[config.mk]
export PLATFORM = sky130hd
export DESIGN_NAME = rsa_radio_regs
export DESIGN_NICKNAME = d
export VERILOG_FILES = /design/src/rsa_pkg.sv /design/src/rsa_pin_sync.sv /design/src/rsa_spi_shift.sv /design/src/rsa_radio_regs.sv
export SDC_FILE = /design/constraint.sdc
export NUM_CORES = 1
export LEC_CHECK = 0
export BUFFER_PORTS_ARGS = -buffer_cell sky130_fd_sc_hd__buf_2
export CAP_MARGIN = 0
export CORE_ASPECT_RATIO = 1.1
export CORE_MARGIN = 1
export CORE_UTILIZATION = 59
export CTS_CLUSTER_SIZE = 12
export DETAILED_ROUTE_END_ITERATION = 16
export PLACE_DENSITY = 0.86
export SYNTH_ARGS = -nofsm -noshare
export SYNTH_HDL_FRONTEND = slang
export SYNTH_HIERARCHICAL = 1
export SYNTH_SLANG_ARGS = --single-unit
[constraint.sdc]
create_clock -name sys_clk -period 4 [get_ports sys_clk]
set_input_delay 0.4 -clock sys_clk [delete_from_list [all_inputs] [get_ports sys_clk]]
set_output_delay 0.4 -clock sys_clk [all_outputs]
set_load 0.1 [all_outputs]
[src/rsa_pkg.sv]
/*
 * Constants shared by the radio status and address register block:
 * serial command fields, register offsets, status bit positions, reset
 * values and address width codes.
 * Assumes every design file of the block imports it whole.
 */
package rsa_pkg;

    // ------------------------------------------------------------
    // serial command word
    // ------------------------------------------------------------
    localparam int CMD_OP_HI = 7;
    localparam int CMD_OP_LO = 5;
    localparam int CMD_ADDR_HI = 4;
    localparam logic [2:0] OP_READ = 3'h0;
    localparam logic [2:0] OP_WRITE = 3'h1;
    localparam logic [2:0] BIT_LAST = 3'h7;

    // ------------------------------------------------------------
    // register offsets
    // ------------------------------------------------------------
    localparam logic [4:0] REG_RADIO_CHANNEL = 5'h05;
    localparam logic [4:0] REG_RADIO_STATUS = 5'h07;
    localparam logic [4:0] REG_TRANSMIT_OBSERVE = 5'h08;
    localparam logic [4:0] REG_RECEIVED_POWER_DETECT = 5'h09;
    localparam logic [4:0] REG_PIPE0_RECEIVE_ADDRESS = 5'h0A;
    localparam logic [4:0] REG_PIPE1_RECEIVE_ADDRESS = 5'h0B;
    localparam logic [4:0] REG_PIPE2_ADDRESS_LOW_BYTE = 5'h0C;
    localparam logic [4:0] REG_PIPE3_ADDRESS_LOW_BYTE = 5'h0D;

    // ------------------------------------------------------------
    // field positions
    // ------------------------------------------------------------
    localparam int STAT_RX_BIT = 6;
    localparam int STAT_TX_BIT = 5;
    localparam int STAT_MAX_BIT = 4;
    localparam int STAT_PIPE_HI = 3;
    localparam int STAT_PIPE_LO = 1;
    localparam int STAT_FULL_BIT = 0;
    localparam int OBS_LOST_HI = 7;
    localparam int OBS_LOST_LO = 4;
    localparam int OBS_RETRY_HI = 3;
    localparam int OBS_RETRY_LO = 0;
    localparam int POWER_BIT = 0;

    // ------------------------------------------------------------
    // reset values and limits
    // ------------------------------------------------------------
    localparam logic [2:0] PIPE_FIFO_EMPTY = 3'h7;
    localparam logic [39:0] PIPE0_RESET = 40'hE7E7E7E7E7;
    localparam logic [39:0] PIPE1_RESET = 40'hC2C2C2C2C2;
    localparam logic [7:0] PIPE2_RESET = 8'hC3;
    localparam logic [7:0] PIPE3_RESET = 8'hC4;
    localparam logic [3:0] COUNT_MAX = 4'hF;
    localparam logic [3:0] COUNT_ZERO = 4'h0;
    localparam logic [7:0] BYTE_ZERO = 8'h00;

    // ------------------------------------------------------------
    // address width setting
    // ------------------------------------------------------------
    localparam logic [1:0] AW_ILLEGAL = 2'h0;
    localparam logic [1:0] AW_3_BYTES = 2'h1;
    localparam logic [1:0] AW_4_BYTES = 2'h2;
    localparam logic [1:0] AW_5_BYTES = 2'h3;
    localparam logic [2:0] BYTES_3 = 3'h3;
    localparam logic [2:0] BYTES_4 = 3'h4;
    localparam logic [2:0] BYTES_5 = 3'h5;
    localparam logic [2:0] BYTES_NONE = 3'h0;

    // transfer state, gray along idle -> command -> data -> ignore
    typedef enum logic [1:0] {
        RSA_IDLE = 2'b00,
        RSA_CMD = 2'b01,
        RSA_DATA = 2'b11,
        RSA_IGNORE = 2'b10
    } rsa_state_type;

endpackage

[src/rsa_pin_sync.sv]
/*
 * Three-stage synchroniser for a group of pin inputs.
 * Assumes the inputs are asynchronous to sys_clk; the output changes
 * only once the second and third stages agree.
 */
`timescale 1ns/1ns
`default_nettype none
module rsa_pin_sync
    import rsa_pkg::*;
#(
    parameter int WIDTH = 3,
    parameter logic [WIDTH-1:0] RESET_VALUE = '1
) (
    input wire logic sys_clk,
    input wire logic sys_rst,
    input wire logic [WIDTH-1:0] pin_in,
    output logic [WIDTH-1:0] pin_out
);

    // ------------------------------------------------------------
    // per-bit chain
    // ------------------------------------------------------------
    genvar i;
    generate
        for (i = 0; i < WIDTH; i++) begin : g_bit
            logic s1_q, s2_q, s3_q, out_q;
            // first stage feeds only the second
            always_ff @(posedge sys_clk) begin
                if (sys_rst) begin
                    s1_q <= RESET_VALUE[i];
                    s2_q <= RESET_VALUE[i];
                    s3_q <= RESET_VALUE[i];
                end else begin
                    s1_q <= pin_in[i];
                    s2_q <= s1_q;
                    s3_q <= s2_q;
                end
            end
            always_ff @(posedge sys_clk) begin
                if (sys_rst) begin
                    out_q <= RESET_VALUE[i];
                end else if (s2_q == s3_q) begin
                    out_q <= s3_q;
                end
            end
            assign pin_out[i] = out_q;
        end
    endgenerate

endmodule
`default_nettype wire

[src/rsa_spi_shift.sv]
/*
 * Serial link byte engine, mode 0, msb first, on synchronised pins.
 * Assumes sck at most sys_clk/8, so each next byte settles in time.
 */
`timescale 1ns/1ns
`default_nettype none
module rsa_spi_shift
    import rsa_pkg::*;
(
    input wire logic sys_clk,
    input wire logic sys_rst,
    input wire logic sck_s,
    input wire logic csn_s,
    input wire logic mosi_s,
    input wire logic [7:0] tx_byte,
    output logic [7:0] rx_byte,
    output logic rx_valid,
    output logic frame_start,
    output logic frame_end,
    output logic miso_bit
);

    logic sck_d_q, csn_d_q, reload_q;
    logic [2:0] bit_q;
    logic [7:0] rx_sr_q, tx_sr_q, rx_byte_q;
    logic rx_valid_q, sck_rise, sck_fall;

    // ------------------------------------------------------------
    // edge detection
    // ------------------------------------------------------------
    assign sck_rise = sck_s & ~sck_d_q & ~csn_s;
    assign sck_fall = ~sck_s & sck_d_q & ~csn_s;
    assign frame_start = ~csn_s & csn_d_q;
    assign frame_end = csn_s & ~csn_d_q;

    always_ff @(posedge sys_clk) begin
        if (sys_rst) begin
            sck_d_q <= 1'b0;
            csn_d_q <= 1'b1;
        end else begin
            sck_d_q <= sck_s;
            csn_d_q <= csn_s;
        end
    end

    // ------------------------------------------------------------
    // receive side
    // ------------------------------------------------------------
    always_ff @(posedge sys_clk) begin
        if (sys_rst || frame_start) begin
            bit_q <= 3'h0;
            rx_sr_q <= BYTE_ZERO;
        end else if (sck_rise) begin
            bit_q <= bit_q + 3'h1;
            rx_sr_q <= {rx_sr_q[6:0], mosi_s};
        end
    end

    always_ff @(posedge sys_clk) begin
        if (sys_rst) begin
            rx_valid_q <= 1'b0;
            rx_byte_q <= BYTE_ZERO;
        end else begin
            rx_valid_q <= sck_rise && (bit_q == BIT_LAST);
            if (sck_rise && (bit_q == BIT_LAST)) begin
                rx_byte_q <= {rx_sr_q[6:0], mosi_s};
            end
        end
    end

    // ------------------------------------------------------------
    // transmit side
    // ------------------------------------------------------------
    always_ff @(posedge sys_clk) begin
        if (sys_rst || frame_start) begin
            reload_q <= 1'b0;
        end else if (sck_rise && (bit_q == BIT_LAST)) begin
            reload_q <= 1'b1;
        end else if (sck_fall) begin
            reload_q <= 1'b0;
        end
    end

    always_ff @(posedge sys_clk) begin
        if (sys_rst) begin
            tx_sr_q <= BYTE_ZERO;
        end else if (frame_start) begin
            tx_sr_q <= tx_byte;
        end else if (sck_fall) begin
            tx_sr_q <= reload_q ? tx_byte : {tx_sr_q[6:0], 1'b0};
        end
    end

    assign rx_byte = rx_byte_q;
    assign rx_valid = rx_valid_q;
    assign miso_bit = tx_sr_q[7];

endmodule
`default_nettype wire

[src/rsa_radio_regs.sv]
/*
 * Radio status, transmit-observe, power-detect and pipe 0..3 addresses.
 * Assumes engine events on sys_clk; link pins are asynchronous.
 */
// Behaviour
// - status shifts out during every command byte
// - bit 6 set on new payload, one clears
// - bit 5 set on send when auto-ack is off, on ack when auto-ack is on, one clears
// - bit 4 set at retry limit, blocks traffic
// - bits 3:1 give head pipe, 111 empty
// - bit 0 shows transmit fifo full
// - lost packet count saturates at fifteen
// - channel register write clears lost count
// - retry count cleared at new packet start
// - power detect in bit 0, rest zero
// - pipe 0 address, low byte first, width-long
// - pipe 1 address, low byte first, width-long
// - pipes 2,3 share pipe 1 upper bytes
// - pipe 2 resets C3, pipe 3 C4
// - width code 01/10/11 gives 3/4/5 bytes
`timescale 1ns/1ns
`default_nettype none
module rsa_radio_regs
    import rsa_pkg::*;
(
    input wire logic sys_clk,
    input wire logic sys_rst,
    input wire logic spi_sck,
    input wire logic spi_csn_n,
    input wire logic spi_mosi,
    output logic spi_miso,
    output logic spi_miso_oe_n,
    input wire logic payload_received,
    input wire logic packet_sent,
    input wire logic ack_received,
    input wire logic auto_ack_enable,
    input wire logic retry_limit_reached,
    input wire logic packet_lost,
    input wire logic packet_retransmitted,
    input wire logic new_packet_start,
    input wire logic [2:0] head_pipe_number,
    input wire logic transmit_fifo_full,
    input wire logic power_detect_in,
    input wire logic [1:0] address_width_setting,
    output logic receive_ready_flag,
    output logic transmit_done_flag,
    output logic retry_limit_flag,
    output logic communication_blocked,
    output logic radio_channel_write,
    output logic [39:0] pipe0_receive_address,
    output logic [39:0] pipe1_receive_address,
    output logic [39:0] pipe2_receive_address,
    output logic [39:0] pipe3_receive_address
);

    // ------------------------------------------------------------
    // link pins
    // ------------------------------------------------------------
    logic [2:0] pins_s;
    logic sck_s, csn_s, mosi_s;
    logic [7:0] rx_byte, tx_byte_d;
    logic rx_valid, frame_start, frame_end, miso_bit;

    rsa_pin_sync #(.WIDTH(3), .RESET_VALUE(3'b010)) u_sync (
        .sys_clk(sys_clk),
        .sys_rst(sys_rst),
        .pin_in({spi_sck, spi_csn_n, spi_mosi}),
        .pin_out(pins_s)
    );

    assign sck_s = pins_s[2];
    assign csn_s = pins_s[1];
    assign mosi_s = pins_s[0];
    rsa_spi_shift u_shift (
        .sys_clk(sys_clk),
        .sys_rst(sys_rst),
        .sck_s(sck_s),
        .csn_s(csn_s),
        .mosi_s(mosi_s),
        .tx_byte(tx_byte_d),
        .rx_byte(rx_byte),
        .rx_valid(rx_valid),
        .frame_start(frame_start),
        .frame_end(frame_end),
        .miso_bit(miso_bit)
    );

    // ------------------------------------------------------------
    // transfer sequencing
    // ------------------------------------------------------------
    rsa_state_type state_q;
    logic is_write_q;
    logic [4:0] reg_addr_q;
    logic [2:0] byte_idx_q, cmd_op;
    logic cmd_byte, data_byte, wr_byte, cmd_known;
    assign cmd_byte = rx_valid && (state_q == RSA_CMD);
    assign data_byte = rx_valid && (state_q == RSA_DATA);
    assign wr_byte = data_byte && is_write_q;
    assign cmd_op = rx_byte[CMD_OP_HI:CMD_OP_LO];
    assign cmd_known = cmd_op == OP_READ || cmd_op == OP_WRITE;
    always_ff @(posedge sys_clk) begin
        if (sys_rst) begin
            state_q <= RSA_IDLE;
        end else if (frame_end) begin
            state_q <= RSA_IDLE;
        end else begin
            case (state_q)
                RSA_IDLE: begin
                    if (frame_start) begin
                        state_q <= RSA_CMD;
                    end
                end
                RSA_CMD: begin
                    if (rx_valid) begin
                        state_q <= cmd_known ? RSA_DATA : RSA_IGNORE;
                    end
                end
                RSA_DATA, RSA_IGNORE: state_q <= state_q;
                default: state_q <= RSA_IDLE;
            endcase
        end
    end
    always_ff @(posedge sys_clk) begin
        if (sys_rst) begin
            is_write_q <= 1'b0;
            reg_addr_q <= 5'h00;
        end else if (cmd_byte) begin
            is_write_q <= cmd_op == OP_WRITE;
            reg_addr_q <= rx_byte[CMD_ADDR_HI:0];
        end
    end
    // saturates so long transfers do not wrap onto low bytes
    always_ff @(posedge sys_clk) begin
        if (sys_rst || cmd_byte) begin
            byte_idx_q <= 3'h0;
        end else if (data_byte && byte_idx_q != BIT_LAST) begin
            byte_idx_q <= byte_idx_q + 3'h1;
        end
    end
    // ------------------------------------------------------------
    // address width
    // ------------------------------------------------------------
    logic [2:0] addr_bytes;

    // illegal code stores no pipe 0 or pipe 1 address bytes
    always_comb begin
        case (address_width_setting)
            AW_3_BYTES: addr_bytes = BYTES_3;
            AW_4_BYTES: addr_bytes = BYTES_4;
            AW_5_BYTES: addr_bytes = BYTES_5;
            default: addr_bytes = BYTES_NONE;
        endcase
    end
    // ------------------------------------------------------------
    // status flags
    // ------------------------------------------------------------
    logic rx_flag_q, tx_flag_q, max_flag_q;
    logic status_wr, done_event;
    logic [2:0] pipe_q;
    logic full_q;

    assign status_wr = wr_byte && reg_addr_q == REG_RADIO_STATUS &&
                       byte_idx_q == 3'h0;
    assign done_event = auto_ack_enable ? ack_received : packet_sent;
    // a set in the clearing cycle wins
    always_ff @(posedge sys_clk) begin
        if (sys_rst) begin
            rx_flag_q <= 1'b0;
        end else if (payload_received) begin
            rx_flag_q <= 1'b1;
        end else if (status_wr && rx_byte[STAT_RX_BIT]) begin
            rx_flag_q <= 1'b0;
        end
    end
    always_ff @(posedge sys_clk) begin
        if (sys_rst) begin
            tx_flag_q <= 1'b0;
        end else if (done_event) begin
            tx_flag_q <= 1'b1;
        end else if (status_wr && rx_byte[STAT_TX_BIT]) begin
            tx_flag_q <= 1'b0;
        end
    end
    always_ff @(posedge sys_clk) begin
        if (sys_rst) begin
            max_flag_q <= 1'b0;
        end else if (retry_limit_reached) begin
            max_flag_q <= 1'b1;
        end else if (status_wr && rx_byte[STAT_MAX_BIT]) begin
            max_flag_q <= 1'b0;
        end
    end
    // read-only fields follow the engine, never the link
    always_ff @(posedge sys_clk) begin
        if (sys_rst) begin
            pipe_q <= PIPE_FIFO_EMPTY;
            full_q <= 1'b0;
        end else begin
            pipe_q <= head_pipe_number;
            full_q <= transmit_fifo_full;
        end
    end

    // ------------------------------------------------------------
    // transmit observe and power detect
    // ------------------------------------------------------------
    logic [3:0] lost_q, retry_q;
    logic power_q, chan_wr;

    assign chan_wr = wr_byte && reg_addr_q == REG_RADIO_CHANNEL &&
                     byte_idx_q == 3'h0;
    always_ff @(posedge sys_clk) begin
        if (sys_rst || chan_wr) begin
            lost_q <= COUNT_ZERO;
        end else if (packet_lost && lost_q != COUNT_MAX) begin
            lost_q <= lost_q + 4'h1;
        end
    end
    always_ff @(posedge sys_clk) begin
        if (sys_rst || new_packet_start) begin
            retry_q <= COUNT_ZERO;
        end else if (packet_retransmitted && retry_q != COUNT_MAX) begin
            retry_q <= retry_q + 4'h1;
        end
    end
    always_ff @(posedge sys_clk) begin
        if (sys_rst) begin
            power_q <= 1'b0;
        end else begin
            power_q <= power_detect_in;
        end
    end
    // the channel register lives elsewhere; it gets a write strobe
    always_ff @(posedge sys_clk) begin
        if (sys_rst) begin
            radio_channel_write <= 1'b0;
        end else begin
            radio_channel_write <= chan_wr;
        end
    end

    // ------------------------------------------------------------
    // receive addresses
    // ------------------------------------------------------------
    logic [39:0] p0_q, p1_q;
    logic [7:0] p2_q, p3_q;
    logic addr_byte_ok, wr_p0, wr_p1;

    // low byte first; bytes past the set width are dropped
    assign addr_byte_ok = byte_idx_q < addr_bytes;
    assign wr_p0 = wr_byte && reg_addr_q == REG_PIPE0_RECEIVE_ADDRESS &&
                   addr_byte_ok;
    assign wr_p1 = wr_byte && reg_addr_q == REG_PIPE1_RECEIVE_ADDRESS &&
                   addr_byte_ok;
    genvar b;
    generate
        for (b = 0; b < 5; b++) begin : g_addr_byte
            always_ff @(posedge sys_clk) begin
                if (sys_rst) begin
                    p0_q[8*b +: 8] <= PIPE0_RESET[8*b +: 8];
                    p1_q[8*b +: 8] <= PIPE1_RESET[8*b +: 8];
                end else begin
                    if (wr_p0 && byte_idx_q == 3'(b)) begin
                        p0_q[8*b +: 8] <= rx_byte;
                    end
                    if (wr_p1 && byte_idx_q == 3'(b)) begin
                        p1_q[8*b +: 8] <= rx_byte;
                    end
                end
            end
        end
    endgenerate
    always_ff @(posedge sys_clk) begin
        if (sys_rst) begin
            p2_q <= PIPE2_RESET;
            p3_q <= PIPE3_RESET;
        end else if (wr_byte && byte_idx_q == 3'h0) begin
            if (reg_addr_q == REG_PIPE2_ADDRESS_LOW_BYTE) begin
                p2_q <= rx_byte;
            end
            if (reg_addr_q == REG_PIPE3_ADDRESS_LOW_BYTE) begin
                p3_q <= rx_byte;
            end
        end
    end

    // ------------------------------------------------------------
    // read data
    // ------------------------------------------------------------
    logic [7:0] status_byte, read_byte;

    always_comb begin
        status_byte = BYTE_ZERO;
        status_byte[STAT_RX_BIT] = rx_flag_q;
        status_byte[STAT_TX_BIT] = tx_flag_q;
        status_byte[STAT_MAX_BIT] = max_flag_q;
        status_byte[STAT_PIPE_HI:STAT_PIPE_LO] = pipe_q;
        status_byte[STAT_FULL_BIT] = full_q;
    end
    always_comb begin
        read_byte = BYTE_ZERO;
        case (reg_addr_q)
            REG_RADIO_STATUS: if (byte_idx_q == 3'h0) read_byte = status_byte;
            REG_TRANSMIT_OBSERVE:
                if (byte_idx_q == 3'h0) read_byte = {lost_q, retry_q};
            REG_RECEIVED_POWER_DETECT:
                if (byte_idx_q == 3'h0) read_byte[POWER_BIT] = power_q;
            REG_PIPE0_RECEIVE_ADDRESS:
                if (byte_idx_q < BYTES_5) read_byte = p0_q[8*byte_idx_q +: 8];
            REG_PIPE1_RECEIVE_ADDRESS:
                if (byte_idx_q < BYTES_5) read_byte = p1_q[8*byte_idx_q +: 8];
            REG_PIPE2_ADDRESS_LOW_BYTE:
                if (byte_idx_q == 3'h0) read_byte = p2_q;
            REG_PIPE3_ADDRESS_LOW_BYTE:
                if (byte_idx_q == 3'h0) read_byte = p3_q;
            default: read_byte = BYTE_ZERO;
        endcase
    end
    // status goes out under the command byte, reads after it
    always_comb begin
        if (state_q == RSA_DATA && !is_write_q) begin
            tx_byte_d = read_byte;
        end else if (state_q == RSA_IDLE) begin
            tx_byte_d = status_byte;
        end else begin
            tx_byte_d = BYTE_ZERO;
        end
    end

    // ------------------------------------------------------------
    // outputs
    // ------------------------------------------------------------
    always_ff @(posedge sys_clk) begin
        if (sys_rst) begin
            spi_miso_oe_n <= 1'b1;
        end else begin
            spi_miso_oe_n <= csn_s;
        end
    end
    assign spi_miso = miso_bit;
    assign receive_ready_flag = rx_flag_q;
    assign transmit_done_flag = tx_flag_q;
    assign retry_limit_flag = max_flag_q;
    assign communication_blocked = max_flag_q;
    assign pipe0_receive_address = p0_q;
    assign pipe1_receive_address = p1_q;
    assign pipe2_receive_address = {p1_q[39:8], p2_q};
    assign pipe3_receive_address = {p1_q[39:8], p3_q};

endmodule
`default_nettype wire

==> summary.md, run 1 <==
| Metric | Value |
|---|---|
| Status | finished, final reports clean |
| Fin. max-slew vios | 0 |
| Number of distinct library cells after synthesis | 76 |
| Total GRT Usage | 31.2% |
| CTS tree | yes |
| Die X-Extent | 116 um |
| Number of global-route vias before repair | 6514 |
| Clk pin slew, worst setup/hold paths | 0.07 ns |
| Final setup TNS | 0 ns |
| Clock Tree Root | clkbuf_16 |
| Final cycle utilization of the critical path | 72.9% |
| Flop2flop setup slack | 1.08 ns |
| EDFF count, synth | 0 |
| Synthesized flop and latch total | 167 |
| Prevailing post-synth register cell | dfxtp_1 |
| Post-synthesis cell area | 8420 um2 |
| Critical Path RT | 4.30 ns |
| FP Rows | 45 |
| Worst Setup Start Kind | flip-flop |
| Synth Net Count | 966 |
| Wl on met1 | 9380 um |
| Asr flop ratio synth | 0% |
| Vias | 7314 |
| I/O pin count | 187 |
| DR top layer | met4 |
| Critical-path cell list | buf_4 -> ha_1 -> inv_1 -> o2111ai_1 -> mux2i_1 -> nor2_1 |
| Final std cells w/o fill | 1216 |
| Critical Path Sink | pipe1_receive_address[34] |
| DP HPWL | 15900 um |
| Layout cells sized above 1 | 27.1% |
| PwrDens | 363 nW/um2 |
| Crit path DAT | 3.22 ns |
| Worst VDD drop | 0.236 mV |
| Post-synthesis sequential area ratio | 39.7% |
| Ant diodes | 0 |
| Critical path fanouts, max | 23 |
| Worst r2r src | byte_idx_q[2] |
| Kind of end point of the critical path | flip-flop |
| Most frequent cells in the layout | 185 x buf_2, 167 x dfxtp_1, 107 x nor2_1 |
| Initial Utilization | 60.8% |
| CP max stage delay | 1.00 ns |
| Slew HR | 21.8% |
| Detailed-route DRC error count | 0 |
| Synth warnings | 6 |
| # clock sinks | 167 |
| Setup violators final | 0 |
| Tmin final | 2.92 ns |
| Die area | 14800 um2 |
| Critical path depth | 6 |
| Maximum clock frequency | 343 MHz |
| Slowest-stage cell, CP | o2111ai_1 |
| HP Start | spi_csn_n |
| Mean area per synthesized cell | 9.02 um2 |
| Worst Hold Class | in2reg |
| Final hold vios | 0 |
| WL met3 | 1870 um |
| Bufs and invs on worst path | 2 |
| Commonest non-fill, non-tap cell in the layout | buf_2 |
| Worst Setup SP | byte_idx_q[2] |
| Clock buffer depth | 2 |
| First-pass iteration count of the detailed router | 6 |
| Hold_buf cts | 0 |
| DRT antenna net count | 0 |
| First-pass GRT wire length | 34800 um |
| Largest net degree at the start of global routing | 63 |
| Pleak | 3.71 nW |
| Global route overflow | 0 |
| Reg2reg end | pipe1_receive_address[34] |
| Core region area | 13900 um2 |
| Number of buffers added for setup after CTS | 0 |
| Family with the most delay on the worst path | compound AO/OA/AOI/OAI gates |
| Iteration-0 DRC Markers | 822 |
| Filler cells | 1130 |
| Final Net Count | 1048 |
| GP Congestion | 0.947 |
| RSZ-0062 raised after global routing | false |
| Layout Skew | 0.0102 ns |
| Critical path type | reg2reg |
| Worst-skew pair later-pin latency | 0.44 ns |
| CTS H-Tree Depth | 4 |
| Total routed wirelength | 22600 um |
| Placed Cells incl. Taps | 1185 |
| Worst Tran Pin Value | 1.17 ns |
| Initial antenna violation count | 0 |
| TritonCTS buffer count | 17 |
| Cts repair resizes | 0 |
| R2R depth | 6 |
| Cells after Synth | 934 |
| Die Y | 127 um |
| Vias/cell | 6.01 |
| Met2 wire length | 10600 um |
| Routed length per instance | 18.6 um |
| Buffers on Ports | 186 |
| Area Overhead vs Synth | 11.2% |
| Max_cap viols | 0 |
sequential cells by signal (all words and copies together), names as in the netlist, 2 cells and up:
register,flops
byte_idx_q,3
lost_q,4
p2_q,8
p3_q,8
pipe0_receive_address,40
pipe1_receive_address,40
pipe_q,3
reg_addr_q,5
retry_q,4
state_q,2
u_shift/bit_q,3
u_shift/rx_byte,8
u_shift/rx_sr_q,7
u_shift/tx_sr_q,8
u_sync/g_bit.out_q,3
u_sync/g_bit.s1_q,3
u_sync/g_bit.s2_q,3
u_sync/g_bit.s3_q,3
worst min-delay path by stage:
stage / cells past startpoint / to / slack, ns
2_1_floorplan: 1 / u_sync/g_bit[1].s2_q / 0.38
3_3_place_gp: 1 / u_sync/g_bit[1].s2_q / 0.39
3_5_place_dp: 1 / u_sync/g_bit[1].s2_q / 0.39
4_1_cts: 2 / u_sync/g_bit[1].s1_q / 0.13
5_1_grt: 2 / u_sync/g_bit[1].s1_q / 0.13
6_report: 2 / u_sync/g_bit[1].s1_q / 0.14
worst reg2reg max path, stage by stage (launching register included):
cell	delay, ns
dfxtp_1	0.31
buf_4	0.20
ha_1	0.67
inv_1	0.24
o2111ai_1	1.00
mux2i_1	0.30
nor2_1	0.06
kinds of logic after synthesis:
kind of cell	synth area share [%]
buf+inv	11.5
fa+ha+maj	1.78
simple gates	19.6
flops	39.7
xor+xnor	0.728
compound gates	16.2
mux	10.5
area by class of cell:
| class | count | area, um2 | area share, % |
|---|---|---|---|
| Sequential cell | 167 | 3340 | 35.7 |
| Multi-Input combinational cell | 611 | 4110 | 43.9 |
| Clock inverter | 12 | 129 | 1.38 |
| Timing Repair Buffer | 197 | 1020 | 10.9 |
| Tap cell | 188 | 235 | 2.51 |
| Inverter | 22 | 82.6 | 0.882 |
| Clock buffer | 19 | 443 | 4.73 |
per-layer routing:
metal  global-route usage, %  vias to the layer above
li1                        -                     3379
met1                    39.0                     3467
met2                    50.5                      408
met3                    8.16                       60
met4                    13.8                        0
met5                       0                        -
cells in the mapped netlist (5+ instances only):
cell type,number,share of area (%)
dfxtp_1,167,40
nor2_1,107,4.8
a21oi_1,89,5.3
buf_4,77,6.9
mux2i_1,73,8.7
nor3_1,65,3.9
nand2_1,44,2.0
clkbuf_1,27,1.2
inv_1,21,0.94
nand3_1,19,1.1
nor2b_1,19,1.4
buf_2,16,0.95
o21ai_0,14,0.83
ha_1,12,1.8
mux2_2,10,1.3
buf_6,9,1.2
a31o_2,8,0.83
nand2b_1,8,0.59
nor3b_1,8,0.71
o221ai_1,8,0.83
a211o_1,7,0.73
a22o_1,7,0.73
a31oi_1,7,0.52
and4_1,7,0.73
o311ai_0,7,0.73
or2_2,7,0.52
and3_1,6,0.45
a2111oi_4,5,1.6
where the power goes:
group / internal, mW / switching, mW
Sequential: 1.67 / 0.0112
Combinational: 0.0291 / 0.0802
Clock: 0.929 / 0.670
Total: 2.63 / 0.762
stage by stage:
step                utilization (%)  setup WS, ns  hold slack, ns  power [mW]  area (um2)
floorplan                         -          1.84           0.383        1.80        8420
global placement               63.5          1.23           0.389        1.83        8790
detailed placement             63.5          1.13           0.389        1.83        8790
CTS                            67.6          1.13           0.128        3.41        9360
global route                   67.6         0.972           0.131        3.50        9360
finish                         67.6          1.08           0.138        3.39        9360
Power figures use the tool's default switching activity.
==> inputs of run 2 (changes only) <==
Settings changed: CORE_UTILIZATION 59 to 55, PLACE_DENSITY 0.86 to 0.81.
Clock period 4 ns to 3.1 ns, I/O delays scaled along.
==> summary.md, run 2 (synthesized netlist as in run 1, its figures left out) <==
| Metric | Value |
|---|---|
| TritonCTS buffer count | 17 (unchanged) |
| Layout Skew | 0.00846 ns (-0.00172 ns) |
| Detailed-route DRC error count | 0 (unchanged) |
| Maximum clock frequency | 379 MHz (+11%) |
| Die Y | 132 um (+3.5%) |
| DP HPWL | 16200 um (+2.3%) |
| Final Net Count | 1053 (+0.48%) |
| Initial Utilization | 56.2% (-4.6 points) |
| Worst VDD drop | 0.388 mV (+65%) |
| Crit path DAT | 3.00 ns (-0.22 ns) |
| I/O pin count | 187 (unchanged) |
| DRT antenna net count | 0 (unchanged) |
| Critical Path RT | 3.47 ns (-0.83 ns) |
| Layout cells sized above 1 | 27.6% (+0.45 points) |
| Number of buffers added for setup after CTS | 0 (unchanged) |
| First-pass GRT wire length | 36100 um (+3.8%) |
| Placement Cell Area | 8840 um2 (+0.56%) |
| CTS H-Tree Depth | 4 (unchanged) |
| CTS tree | yes |
| Pre-CTS setup slack | 0.553 ns (-0.579 ns) |
| Hold_buf cts | 0 (unchanged) |
| Commonest non-fill, non-tap cell in the layout | buf_2 |
| Most frequent cells in the layout | 185 x buf_2, 166 x dfxtp_1, 107 x nor2_1 |
| Kind of end point of the critical path | flip-flop |
| Global route overflow | 0 (unchanged) |
| Number of global-route vias before repair | 6621 (+1.6%) |
| GP Congestion | 0.928 (-2.0%) |
| Status | finished, final reports clean |
| Routed length per instance | 19.1 um (+2.9%) |
| Ant diodes | 0 (unchanged) |
| Final setup TNS | 0 ns (unchanged) |
| PwrDens | 471 nW/um2 (+30%) |
| Iteration-0 DRC Markers | 910 (+11%) |
| Die area | 15800 um2 (+7.2%) |
| Area Overhead vs Synth | 12.0% |
| Cts repair resizes | 0 (unchanged) |
| Tmin final | 2.64 ns (-0.280 ns) |
| Critical path type | reg2reg |
| Critical path fanouts, max | 27 (+17%) |
| Die X-Extent | 120 um (+3.5%) |
| # clock sinks | 167 (unchanged) |
| Vias/cell | 5.97 (-0.81%) |
| Clock Tree Root | clkbuf_16 |
| Total routed wirelength | 23500 um (+4.0%) |
| Core region area | 15000 um2 (+8.3%) |
| Clk pin slew, worst setup/hold paths | 0.07 ns (about the same) |
| Design area | 9430 um2 (+0.72%) |
| Slew HR | 31.8% (+10 points) |
| Worst Setup Start Kind | flip-flop |
| Worst Hold Class | in2reg |
| First-pass iteration count of the detailed router | 5 (-1) |
| Total GRT Usage | 29.9% (-1.4 points) |
| Final hold vios | 0 (unchanged) |
| RSZ-0062 raised after global routing | false |
| Buffers on Ports | 186 (unchanged) |
| Total power | 4.44 mW (+31%) |
| Fin. max-slew vios | 0 (unchanged) |
| FP Rows | 47 (+4.4%) |
| Vias | 7332 (+0.25%) |
| Clock buffer depth | 2 (unchanged) |
| Max_cap viols | 0 (unchanged) |
| Final cycle utilization of the critical path | 85.1% (+12 points) |
| Initial antenna violation count | 0 (unchanged) |
| Worst Tran Pin Value | 1.02 ns (-0.153 ns) |
| Final setup margin | 0.463 ns (-0.620 ns) |
| Setup violators final | 0 (unchanged) |
| Pleak | 3.75 nW (+1.0%) |
| Largest net degree at the start of global routing | 63 (unchanged) |
| Worst-skew pair later-pin latency | 0.44 ns (about the same) |
## run 2: power by group
| part | internal [mW] | total [mW] | switching (mW) |
|---|---|---|---|
| Combinational | 0.0374 | 0.141 | 0.103 |
| Sequential | 2.16 | 2.18 | 0.0156 |
| Clock | 1.25 | 2.12 | 0.874 |
## run 2: final timing paths
kind | start | to | slack (ns) | cells past startpoint
setup / recovery | byte_idx_q[2] | u_shift/tx_sr_q[6] | 0.46 | 8
setup reg to reg | byte_idx_q[2] | u_shift/tx_sr_q[6] | 0.46 | 8
hold reg to reg | u_sync/g_bit[1].s1_q | u_sync/g_bit[1].s2_q | 0.40 | 1
hold / removal | head_pipe_number[2] | pipe_q[2] | 0.05 | 2
## run 2: layout make-up
class,count,area [um2]
Fill cell,1285,5570
Multi-Input combinational cell,611,4110
Sequential cell,167,3340
Timing Repair Buffer,202,1050
Clock buffer,21,470
Tap cell,196,245
Clock inverter,10,120
Inverter,22,82.6
## run 2: worst max-delay path: stages, from the launching register on
cell and delay (ns):
dfxtp_1 0.56, buf_4 0.38, nor2b_1 0.67, a31o_2 0.25
o221ai_1 0.19, nand4_1 0.17, a22o_1 0.14, mux2i_1 0.06
a21oi_1 0.14
## run 2: per-layer routing
metal | routed length (um) | GRT usage [%] | vias to the layer above
met5 | 0 | 0 | -
met4 | 1010 | 16.3 | 0
met3 | 1860 | 6.92 | 67
met2 | 10800 | 45.6 | 380
met1 | 9820 | 38.9 | 3477
li1 | - | - | 3408
## run 2: per-stage QoR
step           util [%]  hold slack [ns]  std cells
2_1_floorplan         -            0.382        934
3_3_place_gp       58.9            0.391       1198
3_5_place_dp       58.9            0.390       1198
4_1_cts            62.9           0.0359       1229
5_1_grt            62.9           0.0399       1229
6_report           62.9           0.0515       1229
==> inputs of run 3 (changes only) <==
Settings changed: CORE_MARGIN 1 to 2, PLACE_DENSITY 0.81 to 0.83.
==> summary.md, run 3 (synthesized netlist as in run 1, its figures left out) <==
| Metric | Value |
|---|---|
| Status | finished, final reports clean |
| HP Start | spi_csn_n |
| Flop2flop setup slack | 0.55 ns (+0.08 ns) |
| I/O pin count | 187 (unchanged) |
| GP Congestion | 0.975 (+5.0%) |
| Die Y | 134 um (+1.5%) |
| Total GRT Usage | 28.1% (-1.8 points) |
| Initial antenna violation count | 0 (unchanged) |
| Clk pin slew, worst setup/hold paths | 0.06 ns (about the same) |
| Core region area | 15000 um2 (unchanged) |
| Routed length per instance | 18.7 um (-2.0%) |
| Bufs and invs on worst path | 1 (unchanged) |
| Seq. cell area | 3340 um2 (unchanged) |
| DRT antenna net count | 0 (unchanged) |
| Slew HR | 34.9% (+3.1 points) |
| CTS tree | yes |
| Hold Crit Endpoint | u_sync/g_bit[1].s1_q |
| Placement Cell Area | 8860 um2 (+0.31%) |
| Final hold vios | 0 (unchanged) |
| Detailed-route DRC error count | 0 (unchanged) |
| Critical path fanouts, max | 12 (-56%) |
| Worst Tran Pin Value | 0.972 ns (-0.0469 ns) |
| Area Overhead vs Synth | 11.6% |
| Global route overflow | 0 (unchanged) |
| Worst Setup Start Kind | flip-flop |
| Buffers on Ports | 186 (unchanged) |
| Tmin final | 2.55 ns (-0.0834 ns) |
| Clock buffer depth | 2 (unchanged) |
| Maximum clock frequency | 392 MHz (+3.3%) |
| Reg2reg end | pipe1_receive_address[13] |
| First-pass GRT wire length | 35500 um (-1.6%) |
| Ant diodes | 0 (unchanged) |
| Worst-skew pair later-pin latency | 0.43 ns (about the same) |
| Die X-Extent | 122 um (+1.7%) |
| Filler cells | 1266 (-1.5%) |
| CP max stage delay | 0.57 ns (-0.10 ns) |
| Initial Utilization | 56.2% (unchanged) |
| Max_cap viols | 0 (unchanged) |
| Most frequent cells in the layout | 185 x buf_2, 166 x dfxtp_1, 107 x nor2_1 |
| Layout Skew | 0.00842 ns (-0.0000383 ns) |
| Cts repair resizes | 0 (unchanged) |
| Vias/cell | 5.94 (-0.48%) |
| DP HPWL | 16200 um (-0.45%) |
| Critical Path RT | 3.39 ns (-0.08 ns) |
| First-pass iteration count of the detailed router | 6 (+1) |
| Layout cells sized above 1 | 27.4% (-0.19 points) |
| Design area | 9390 um2 (-0.36%) |
| Worst Setup SP | reg_addr_q[3] |
| CTS H-Tree Depth | 4 (unchanged) |
| Clock Tree Root | clkbuf_16 |
| Fin. max-slew vios | 0 (unchanged) |
| Final setup TNS | 0 ns (unchanged) |
| Largest net degree at the start of global routing | 167 (+170%) |
| Iteration-0 DRC Markers | 868 (-4.6%) |
| # clock sinks | 167 (unchanged) |
| Number of buffers added for setup after CTS | 0 (unchanged) |
| Final Net Count | 1055 (+0.19%) |
| Number of global-route vias before repair | 6543 (-1.2%) |
| Worst Hold Class | in2reg |
| Setup violators final | 0 (unchanged) |
| Total routed wirelength | 23000 um (-2.0%) |
| R2R depth | 6 (-2) |
| FP Rows | 47 (unchanged) |
| Slowest-stage cell, CP | a2111oi_4 |
| Worst r2r src | reg_addr_q[3] |
| Critical path type | reg2reg |
| Kind of end point of the critical path | flip-flop |
| RSZ-0062 raised after global routing | false |
| Worst VDD drop | 0.320 mV (-18%) |
| Hold_buf cts | 0 (unchanged) |
| Die area | 16300 um2 (+3.2%) |
| Commonest non-fill, non-tap cell in the layout | buf_2 |
| Area occupied by multi-input gates | 4110 um2 (unchanged) |
| Critical-path cell list | nor3b_4 -> nand3_4 -> a2111oi_4 -> buf_4 -> mux2i_1 -> nor2_1 |
| PwrDens | 453 nW/um2 (-3.7%) |
| Family with the most delay on the worst path | simple AND/OR/NAND/NOR gates |
| TritonCTS buffer count | 17 (unchanged) |
| Pleak | 3.73 nW (-0.67%) |
| Crit path DAT | 2.84 ns (-0.16 ns) |
| WHS Path Cells | 2 (unchanged) |
| Vias | 7297 (-0.48%) |
| Final cycle utilization of the critical path | 82.4% (-2.7 points) |
run 3: cell types whose count changed in the layout (fill, tap and decap cells not counted):
cell	before	now
clkbuf_1	1	3
clkinv_4	3	1
buf_4	17	18
inv_6	1	0
clkinvlp_4	2	4
buf_12	0	1
clkbuf_8	3	1
bufinv_16	2	1
run 3: worst reg2reg max path, cell delays in order, from the launching register on:
cell and delay [ns]:
dfxtp_1 0.54, nor3b_4 0.54, nand3_4 0.23, a2111oi_4 0.57
buf_4 0.28, mux2i_1 0.20, nor2_1 0.06
run 3: worst max path at each step:
stage	to	slack, ns	cells after the start
after global placement	u_shift/tx_sr_q[6]	0.65	9
after CTS	pipe1_receive_address[26]	0.60	8
after global routing	pipe0_receive_address[2]	0.38	5
after floorplan	u_shift/tx_sr_q[6]	0.94	11
final	pipe1_receive_address[13]	0.55	6
after detailed placement	u_shift/tx_sr_q[6]	0.62	9
run 3: final cells by class:
cell class                      count  share of cell area (%)
Multi-Input combinational cell    611                    43.8
Clock buffer                       21                    4.79
Timing Repair Buffer              204                    11.5
Sequential cell                   167                    35.6
Inverter                           22                   0.879
Tap cell                          196                    2.61
Clock inverter                      8                   0.839
run 3: through the flow:
step | total power, mW | util, % | setup slack [ns] | std cells | hold slack (ns)
2_1_floorplan | 2.33 | - | 0.940 | 934 | 0.382
3_5_place_dp | 2.36 | 59.1 | 0.621 | 1200 | 0.388
6_report | 4.26 | 62.6 | 0.546 | 1229 | 0.0520
3_3_place_gp | 2.36 | 59.1 | 0.650 | 1200 | 0.389
5_1_grt | 4.38 | 62.6 | 0.384 | 1229 | 0.0408
4_1_cts | 4.28 | 62.6 | 0.603 | 1229 | 0.0412
run 3: power by group:
part	switching, mW	internal (mW)	total (mW)
registers	0.0152	2.16	2.18
clock network	0.834	1.11	1.94
logic	0.102	0.0386	0.141
total	0.952	3.31	4.26
run 3: metal layers:
layer | global-route usage [%] | vias up | routed length [um]
met1 | 36.9 | 3408 | 9450
met3 | 4.93 | 65 | 1930
met2 | 45.2 | 421 | 10900
met5 | 0 | - | 0
met4 | 12.2 | 0 | 711
li1 | - | 3403 | -
